### src/shared/sfa_pkg.sv
package sfa_pkg;

	// Width of one demultiplexed word; the serial clock is divided by the same figure.
	localparam int unsigned BYTE_W = 8;

	// Serial clock period in picoseconds, one serial bit per cycle.
	localparam int unsigned SERIAL_PERIOD_PS = 8000;

	// Byte period in picoseconds and in serial clock cycles.
	localparam int unsigned BYTE_PERIOD_PS = SERIAL_PERIOD_PS * BYTE_W;
	localparam int unsigned BYTE_CYCLES = BYTE_PERIOD_PS / SERIAL_PERIOD_PS;

	// Frame pulse width in byte periods.
	localparam int unsigned FP_WIDTH_BYTES = 1;

	// Framing bytes, first serial bit in the most significant position.
	localparam logic [7:0] FRAME_A1 = 8'hF6;
	localparam logic [7:0] FRAME_A2 = 8'h28;

	// Number of aligned words kept for frame detection: four A1 and two A2.
	localparam int unsigned HIST_WORDS = 6;

	// Reset values.
	localparam logic [7:0] RST_WORD = 8'h00;
	localparam logic       RST_BIT  = 1'b0;

	// Recovery state.
	typedef enum logic [1:0] {
		SFA_ST_IDLE,
		SFA_ST_HUNT,
		SFA_ST_TRACK
	} sfa_state_t;

endpackage

### src/verilog/sfa_byte_div.sv
`timescale 1ns/1ps
module sfa_byte_div
	import sfa_pkg::*;
#(
	parameter int unsigned DIV = BYTE_CYCLES
) (
	// Clock and reset.
	input  wire logic clk_sys_i,
	input  wire logic resetn_i,
	// Phase control.
	input  wire logic load_i,
	// Byte rate enables.
	output logic      stb_o,
	output logic      half_o
);

	localparam int unsigned CW = (DIV > 2) ? $clog2(DIV) : 1;
	localparam logic [CW-1:0] LAST = CW'(DIV - 1);
	localparam logic [CW-1:0] MID  = CW'(DIV / 2 - 1);

	logic [CW-1:0] cnt_r;

	// Refuse a divider that has no distinct middle and end.
	if (DIV < 4) begin : g_bad_div
		$error("sfa_byte_div: DIV must be at least 4");
	end

	// A load forces a word boundary now and restarts the count from zero.
	assign stb_o  = (cnt_r == LAST) | load_i;
	assign half_o = (cnt_r == MID) & ~load_i;

	// Divide the serial clock into byte periods.
	always_ff @(posedge clk_sys_i or negedge resetn_i) begin
		if (!resetn_i) begin
			cnt_r <= '0;
		end else if (stb_o) begin
			cnt_r <= '0;
		end else begin
			cnt_r <= cnt_r + CW'(1);
		end
	end

endmodule

### src/verilog/sfa_align_demux.sv
`timescale 1ns/1ps
module sfa_align_demux
	import sfa_pkg::*;
#(
	parameter int unsigned WORD_W = BYTE_W
) (
	// Clock and reset.
	input  wire logic              clk_sys_i,
	input  wire logic              resetn_i,
	// Serial line, one bit per clock.
	input  wire logic              serial_data_in_i,
	// Frame control from the supervisor.
	input  wire logic              frame_hunt_trigger_n_i,
	input  wire logic              recovery_inhibit_i,
	// Parallel side.
	output logic [WORD_W-1:0]      parallel_data_out_o,
	output logic                   byte_clock_out_o,
	output logic                   parallel_data_valid_o,
	// Frame status.
	output logic                   frame_pulse_o,
	output logic                   recovery_active_o
);

	// The framing patterns are eight bits wide, so the word must be too.
	if (WORD_W != BYTE_W) begin : g_bad_width
		$error("sfa_align_demux: WORD_W must equal BYTE_W");
	end

	// Compare one word against a framing pattern.
	function automatic logic word_is(input logic [WORD_W-1:0] w, input logic [7:0] pat);
		word_is = (w == pat);
	endfunction

	sfa_state_t        state_r;
	sfa_state_t        state_nxt;
	logic [WORD_W-1:0] shift_r;
	logic [WORD_W-1:0] hist_r [HIST_WORDS-1];
	logic [WORD_W-1:0] word_r;
	logic              trig_n_r;
	logic              byte_clk_r;
	logic              valid_r;
	logic              fp_r;
	logic              active_r;
	logic              hunt_fall;
	logic              align_load;
	logic              byte_stb;
	logic              byte_half;
	logic              frame_hit;
	logic              full_frame;
	logic              word_a1_to_a2;

	// Byte rate enables from the divide-by-eight counter.
	sfa_byte_div #(
		.DIV    (BYTE_CYCLES)
	) u_div (
		.clk_sys_i (clk_sys_i),
		.resetn_i  (resetn_i),
		.load_i    (align_load),
		.stb_o     (byte_stb),
		.half_o    (byte_half)
	);

	// Serial bits enter at the bottom so the first bit ends up as the MSB.
	always_ff @(posedge clk_sys_i or negedge resetn_i) begin
		if (!resetn_i) begin
			shift_r <= RST_WORD;
		end else begin
			shift_r <= {shift_r[WORD_W-2:0], serial_data_in_i};
		end
	end

	// Remember the trigger level to find its falling edge.
	always_ff @(posedge clk_sys_i or negedge resetn_i) begin
		if (!resetn_i) begin
			trig_n_r <= 1'b1;
		end else begin
			trig_n_r <= frame_hunt_trigger_n_i;
		end
	end

	assign hunt_fall = trig_n_r & ~frame_hunt_trigger_n_i;

	// A complete A1 in the shift register during a hunt fixes the byte phase.
	assign align_load = (state_r == SFA_ST_HUNT) && !hunt_fall && word_is(shift_r, FRAME_A1);

	// Aligned A1 A2 A2 ending in the word now on the outputs.
	assign frame_hit = word_is(hist_r[1], FRAME_A1) && word_is(hist_r[0], FRAME_A2)
		&& word_is(word_r, FRAME_A2);

	// Four A1 followed by two A2 on the outputs.
	assign full_frame = word_is(hist_r[4], FRAME_A1) && word_is(hist_r[3], FRAME_A1)
		&& word_is(hist_r[2], FRAME_A1) && frame_hit;

	// The output is about to move from an A1 word to an A2 word.
	assign word_a1_to_a2 = word_is(word_r, FRAME_A1) && word_is(shift_r, FRAME_A2);

	// Recovery state: idle, hunting for the first A1, tracking until the frame confirms.
	always_comb begin
		state_nxt = state_r;
		case (state_r)
			SFA_ST_IDLE: begin
				state_nxt = SFA_ST_IDLE;
			end
			SFA_ST_HUNT: begin
				if (align_load) begin
					state_nxt = SFA_ST_TRACK;
				end
			end
			SFA_ST_TRACK: begin
				if (byte_stb && (frame_hit || full_frame)) begin
					state_nxt = SFA_ST_IDLE;
				end
			end
			default: begin
				state_nxt = SFA_ST_IDLE;
			end
		endcase
		// A new trigger edge overrides whatever the search was doing.
		if (hunt_fall) begin
			state_nxt = recovery_inhibit_i ? SFA_ST_IDLE : SFA_ST_HUNT;
		end
	end

	// Hold the recovery state.
	always_ff @(posedge clk_sys_i or negedge resetn_i) begin
		if (!resetn_i) begin
			state_r <= SFA_ST_IDLE;
		end else begin
			state_r <= state_nxt;
		end
	end

	// Report whether recovery is armed.
	always_ff @(posedge clk_sys_i or negedge resetn_i) begin
		if (!resetn_i) begin
			active_r <= RST_BIT;
		end else begin
			active_r <= (state_nxt != SFA_ST_IDLE);
		end
	end

	// Capture a word at every byte boundary.
	always_ff @(posedge clk_sys_i or negedge resetn_i) begin
		if (!resetn_i) begin
			word_r <= RST_WORD;
		end else if (byte_stb) begin
			word_r <= shift_r;
		end
	end

	// Keep earlier words for frame detection; index 0 is the newest.
	for (genvar gi = 0; gi < HIST_WORDS - 1; gi++) begin : g_hist
		if (gi == 0) begin : g_head
			// The newest history word takes the word leaving the outputs.
			always_ff @(posedge clk_sys_i or negedge resetn_i) begin
				if (!resetn_i) begin
					hist_r[gi] <= RST_WORD;
				end else if (byte_stb) begin
					hist_r[gi] <= word_r;
				end
			end
		end else begin : g_tail
			// Older words move one place back at each boundary, so no index runs below zero.
			always_ff @(posedge clk_sys_i or negedge resetn_i) begin
				if (!resetn_i) begin
					hist_r[gi] <= RST_WORD;
				end else if (byte_stb) begin
					hist_r[gi] <= hist_r[gi-1];
				end
			end
		end
	end

	// Byte clock: high for the first half of each word period, rising with new data.
	always_ff @(posedge clk_sys_i or negedge resetn_i) begin
		if (!resetn_i) begin
			byte_clk_r <= RST_BIT;
		end else if (byte_stb) begin
			byte_clk_r <= 1'b1;
		end else if (byte_half) begin
			byte_clk_r <= 1'b0;
		end
	end

	// Data is invalid from the trigger edge until the output moves from A1 to A2.
	always_ff @(posedge clk_sys_i or negedge resetn_i) begin
		if (!resetn_i) begin
			valid_r <= RST_BIT;
		end else if (hunt_fall) begin
			valid_r <= 1'b0;
		end else if (byte_stb && word_a1_to_a2) begin
			valid_r <= 1'b1;
		end
	end

	// Frame pulse: decided once per word from the outputs alone, never from the trigger.
	always_ff @(posedge clk_sys_i or negedge resetn_i) begin
		if (!resetn_i) begin
			fp_r <= RST_BIT;
		end else if (byte_stb) begin
			fp_r <= frame_hit;
		end
	end

	// Drive the ports from their flip-flops.
	assign parallel_data_out_o   = word_r;
	assign byte_clock_out_o      = byte_clk_r;
	assign parallel_data_valid_o = valid_r;
	assign frame_pulse_o         = fp_r;
	assign recovery_active_o     = active_r;
endmodule

### config.mk
export PLATFORM = sky130hd
export DESIGN_NAME = sfa_align_demux
export DESIGN_NICKNAME = d
export VERILOG_FILES = /design/src/shared/sfa_pkg.sv /design/src/verilog/sfa_byte_div.sv /design/src/verilog/sfa_align_demux.sv
export SDC_FILE = /design/constraint.sdc
export NUM_CORES = 1
export LEC_CHECK = 0
export BUFFER_PORTS_ARGS = -buffer_cell sky130_fd_sc_hd__buf_2
export CAP_MARGIN = 20
export CORE_UTILIZATION = 32
export DETAILED_ROUTE_END_ITERATION = 16
export PLACE_DENSITY = 0.55
export SYNTH_ARGS = -nofsm -noshare
export SYNTH_HDL_FRONTEND = slang
export SYNTH_SLANG_ARGS = --single-unit
export TNS_END_PERCENT = 5
### constraint.sdc
create_clock -name clk_sys_i -period 2.2 [get_ports clk_sys_i]
set_input_delay 0.44 -clock clk_sys_i [delete_from_list [all_inputs] [get_ports clk_sys_i]]
set_output_delay 0.44 -clock clk_sys_i [all_outputs]
set_load 0.01 [all_outputs]
---- Word level (Yosys, flattened, before mapping) ----
Cells that the tools add are included.
word-level totals
  logic and storage cells ................. 58
  register bits ........................... 66
cells by class
  $add $sub $neg .......................... 1
  multiplexer cells ....................... 10
  bitwise logic cells ..................... 5
  equality and inequality tests ........... 13
  reduce and logical (&&, ||, !) cells .... 15
operators with widths
  operator                                                          count
  8-bit == test (second input constant)                             6
  8-bit by 6-bit == test with 1-bit output (second input constant)  3
  1-bit logical AND                                                 10
  2-bit 2-to-1 mux                                                  3
  2-bit nonzero test                                                3
  1-bit 2-to-1 mux                                                  5
  2-bit case mux with 2 select lines                                1
  3-bit by 1-bit adder with 3-bit output (second input constant)    1
  3-bit by 2-bit == test with 1-bit output (second input constant)  1
  3-bit == test (second input constant)                             1
  3-bit 2-to-1 mux                                                  1
  1-bit bitwise AND                                                 2
  2-bit by 1-bit == test with 1-bit output (second input constant)  1
  2-bit == test (second input constant)                             1
  1-bit inverter                                                    2
  1-bit logical NOT                                                 1
  1-bit logical OR                                                  1
  1-bit OR                                                          1

---- Longest topological paths before layout ----
  depth in word-level cells ............... 11
  gate-level depth with buffers ........... 7

---- By module ----
A second synthesis with hierarchy kept.
second synthesis, totals
  cells, all modules ...................... 122
  area total of the unflattened synthesis .. 1700.4 µm²
by module, submodules not included
  module           instances  area an instance (µm²)  cells each
  sfa_align_demux  1          1554.0                  110
  sfa_byte_div     1          146.4                   12

---- Worst setup path before layout ----
OpenSTA, ideal clock, no wires.
  path type ............................... register -> output
  start point ............................. reg word_r[4] (netlist: parallel_data_out_o[4])
  end point ............................... out parallel_data_out_o[4]
  arrival time ............................ 0.411 ns
  stages on the path, launching flop included .. 1
  setup slack ............................. 1.349 ns
  path through ............................ dfrtp_1
RTL lines
  item                      RTL line                RTL
  start: declaration        sfa_align_demux.sv:38   logic [WORD_W-1:0] word_r;
  start signal: assignment  sfa_align_demux.sv:147  word_r <= shift_r;
  end: declaration          sfa_align_demux.sv:16   output logic [WORD_W-1:0] parallel_data_out_o,
No word-level cell between the ends.

---- Final worst setup path ----
  start point ............................. reg state_r[1]
  end point ............................... reg state_r[0]
on the way
  cells in the longest elaborated chain, start to end .. 8
ends and longest elaborated chain
  item                                      RTL line                                       RTL
  start: declaration                        sfa_align_demux.sv:34                          sfa_state_t state_r;
  start signal: assignment                  sfa_align_demux.sv:129                         state_r <= state_nxt;
  2-bit by 1-bit == test with 1-bit output  sfa_align_demux.sv:84, sfa_align_demux.sv:100
  1-bit logical AND (2 in a row)            sfa_align_demux.sv:84                          assign align_load = (state_r == SFA_ST_HUNT) && !hunt_fall && word_is(shift_r, FRAME_A1);
  1-bit OR                                  sfa_byte_div.sv:29                             assign stb_o = (cnt_r == LAST) | load_i;
  1-bit logical AND                         sfa_align_demux.sv:110                         if (byte_stb && (frame_hit || full_frame)) begin
  2-bit 2-to-1 mux                          sfa_align_demux.sv:110
  2-bit case mux with 2 select lines *      sfa_align_demux.sv:100                         case (state_r)
  2-bit 2-to-1 mux *                        sfa_align_demux.sv:119                         if (hunt_fall) begin
  net state_nxt[0]                          sfa_align_demux.sv:35                          sfa_state_t state_nxt;
The timed path passes the listed nets; every way through them passes the cells marked *.
A chain may end at the register's enable or synchronous reset.

==> run_results.csv <==
group,metric,value,unit
run_status,outcome,"finished, final reports clean",
final_layout,area_growth,14.26,%
final_layout,drive_above_1_share,38.41,%
detailed_routing,drcViolationCount,0,
detailed_routing,wirelength,3360,um
pwr,pwr-share-clk,32.3,%
clock_tree,cts_tree,"built",
floorplanning,core-area,0.005507,mm^2
detailed_routing,route.vias.total,1074,
floorplanning,rows,27,
clock_tree,cts_resized,0,
critical_path,worstPathMaxFanout,5,
grt,grt_overflow,0,
critical_path,crit_required,2.37,ns
sta,setup_ws,0.2081,ns
place,hpwl,2419,um
pwr,p_sw,371.7,uW
sta,worst_slew_pin_slew,0.6199,ns
synthesis,ys.warnings.count,0,
floorplanning,die_x,77.53,um
pwr,p_int,1.142,mW
sta,finalHoldViolations,0,
sta,grt_setup_unrepaired,"no",
grt,grt_usage,12.34,%
floorplanning,pin_count,17,
worst_hold_path,hp-class,"primary input to async pin",
detailed_routing,viasPerCell,4.816,
detailed_routing,avgRoutedWirePerCell,15.07,um
floorplanning,die_h,77.53,um
grt,grt_first_pass_wirelength,5609,um
clock_tree,clk_path_buf_depth,2,
critical_path,critPathArrivalTime,2.16,ns
sta,finalCritPeriodShare,90.54,%
synthesis,syn_inst,125,
critical_path,rrSetupSlack,0.21,ns
clock_tree,cts_buffers,5,
critical_path,critPathKind,"register to register",
final_layout,diodes,0,
pwr,total_power,1.513,mW
pwr,p_per_area,725.5,mW/mm^2
synthesis,yosysUniqueCellTypes,31,
synthesis,ys_ff_latch,42,
pwr,swShare,24.56,%
sta,fin_setup_tns,0,ns
grt,grt_antenna_before_repair,0,
sta,fin_skew,0.01633,ns
sta,clock.fmax,0.5020,GHz
sta,finalSetupViolations,0,
critical_path,start_kind,"register",
synthesis,synth_area,0.001826,mm^2
clock_tree,htree_levels,2,
place,numPortBuffers,16,
flow_run,cap_violations,0,
critical_path,r2r-end,"state_r[0]",
pwr,ir_drop,0.2939,mV
final_layout,fin_nets,160,
place,pre_cts_slack,0.2355,ns
clock_tree,cts_setup_buffers,0,
sta,slew_headroom,58.13,%
critical_path,reg2reg_from,"state_r[1]",
clock_tree,clkSinkCount,42,
clock_tree,cts-root-buf,"clkbuf_8",
place,gp_congestion,0.8593,
sta,maxSlewViolCount,0,
floorplanning,start_util,33.15,%
clock_tree,clk_latency,0.30,ns
grt,grt_pass1_vias,1075,
detailed_routing,first_pass_iters,4,
sta,min_period,1.992,ns
clock_tree,clk_pin_slew_worst_paths,0.09,ns
floorplanning,die_area,0.006011,mm^2
detailed_routing,final_antenna_net_count,0,
critical_path,endpoint_kind,"register",
synthesis,synth_seq_area_share,57.64,%
grt,grt_max_degree,26,
pwr,p_leak,0.9657,nW
synthesis,syn_area_per_cell,14.60,um^2
critical_path,r2r_cells,6,
pwr,p_comb_share,9.2,%
clock_tree,holdBufCountCts,0,
pwr,seq_power_share,58.5,%
detailed_routing,drtIter0Drc,67,
synthesis,syn-num-nets,135,
metal layers:
layer,vias up,wire length [um],track usage [%]
met5,-,0,0
met4,0,52,5.472
met3,7,124,3.882
met2,18,1545,17.96
met1,546,1637,16.72
li1,503,-,-
cells in the final DEF, fill, tap and decap left out:
cell type / Yosys / routed
and4_1: 1 / 1
o21ai_0: 2 / 2
and3_1: 1 / 1
nor2b_1: 2 / 2
nand4_1: 1 / 1
dfstp_2: 1 / 1
clkinv_2: 0 / 1
clkbuf_8: 0 / 5
nand4b_1: 2 / 2
ha_1: 5 / 5
mux2_4: 18 / 18
a211oi_4: 1 / 1
o41ai_1: 2 / 2
nor4_4: 1 / 1
nor4_1: 3 / 3
a21oi_1: 2 / 2
inv_1: 7 / 7
or4_4: 1 / 1
dfrtp_1: 41 / 41
a22oi_1: 3 / 3
nor2_2: 1 / 1
o2111ai_1: 1 / 1
clkinv_4: 0 / 1
nand3_1: 3 / 3
clkbuf_1: 0 / 1
nand2_1: 3 / 3
or3b_2: 1 / 1
nand2b_1: 2 / 2
mux2_2: 6 / 6
nor3_1: 4 / 4
nor4bb_1: 2 / 2
buf_4: 0 / 5
buf_2: 0 / 16
a21o_1: 1 / 1
nor4b_1: 1 / 1
nor2_1: 3 / 3
stage by stage:
step                hold WS [ns]  instances  cell area [um^2]  utilization (%)
floorplan                 0.1444        125              1826                -
global placement          0.4060        215              1999            36.31
detailed placement        0.3971        215              1999            36.31
CTS                      0.09311        223              2086            37.88
global route              0.1045        223              2086            37.88
finish                   0.08737        223              2086            37.88
worst max-delay path, cell delays in order (launching register included):
cell and delay (ns):
dfrtp_1 0.39, inv_1 0.08, ha_1 0.20, nand3_1 0.16, or4_4 0.56, a211oi_4 0.33
o21ai_0 0.14
cell usage after synthesis (all sizes together):
library cell / n / area (um^2)
nor4bb: 2 / 20.02
nor2b: 2 / 12.51
a22oi: 3 / 22.52
a21oi: 2 / 10.01
o41ai: 2 / 17.52
a21o: 1 / 7.510
and3: 1 / 6.260
nand2b: 2 / 12.51
nand3: 3 / 15.01
nor4: 4 / 40.04
nand4: 1 / 6.260
ha: 5 / 62.56
or3b: 1 / 8.760
dfstp: 1 / 26.28
o2111ai: 1 / 8.760
and4: 1 / 8.760
nor4b: 1 / 8.760
nor3: 4 / 20.02
buf: 3 / 33.78
inv: 7 / 26.28
nand2: 3 / 11.26
dfrtp: 41 / 1026
a211oi: 1 / 20.02
nor2: 4 / 17.52
mux2: 24 / 337.8
o21ai: 2 / 10.01
nand4b: 2 / 17.52
or4: 1 / 11.26
registers in the layout, indices dropped and copies added, names as in the netlist:
signal,count
parallel_data_out_o,8
state_r,2
u_div.cnt_r,3
frame_pulse_o,1
byte_clock_out_o,1
hist_r,16
shift_r,8
trig_n_r,1
recovery_active_o,1
parallel_data_valid_o,1
layout make-up:
| type | instances | area (um^2) |
|---|---|---|
| fillers | 544 | 3421 |
| multi-input cells | 73 | 713.2 |
| flip-flops and latches | 42 | 1052 |
| clock inverters | 2 | 13.76 |
| repair buffers | 21 | 117.6 |
| inverters | 7 | 26.28 |
| well taps | 72 | 90.09 |
| clock buffers | 6 | 72.57 |
power groups by stage:
stage / clock network [mW] / logic (mW) / registers [mW]
5_1_grt: 0.539 / 0.152 / 0.895
3_3_place_gp: 0 / 0.137 / 0.899
4_1_cts: 0.498 / 0.142 / 0.886
3_5_place_dp: 0 / 0.141 / 0.901
6_report: 0.489 / 0.139 / 0.885
2_1_floorplan: 0 / 0.0899 / 0.889
kinds of logic after synthesis:
| group | Yosys count | share of synthesized area (%) |
|---|---|---|
| and+or+nand+nor | 32 | 11.86 |
| DFF | 42 | 57.64 |
| AOI/OAI and AO/OA | 12 | 5.278 |
| muxes | 24 | 18.51 |
| adders and majority gates | 5 | 3.427 |
| buffers and inverters | 10 | 3.290 |
worst max-delay path by stage:
stage	endpoint	depth (start not counted)	slack, ns	from
final	state_r[0]	6	0.21	state_r[1]
after global routing	state_r[0]	6	0.05	state_r[1]
after CTS	state_r[0]	6	0.22	state_r[1]
after global placement	state_r[0]	6	0.31	frame_hunt_trigger_n_i
after floorplan	recovery_active_o	6	0.40	state_r[1]
after detailed placement	state_r[0]	6	0.24	state_r[1]
No activity file was read; power rests on OpenSTA's default activity.
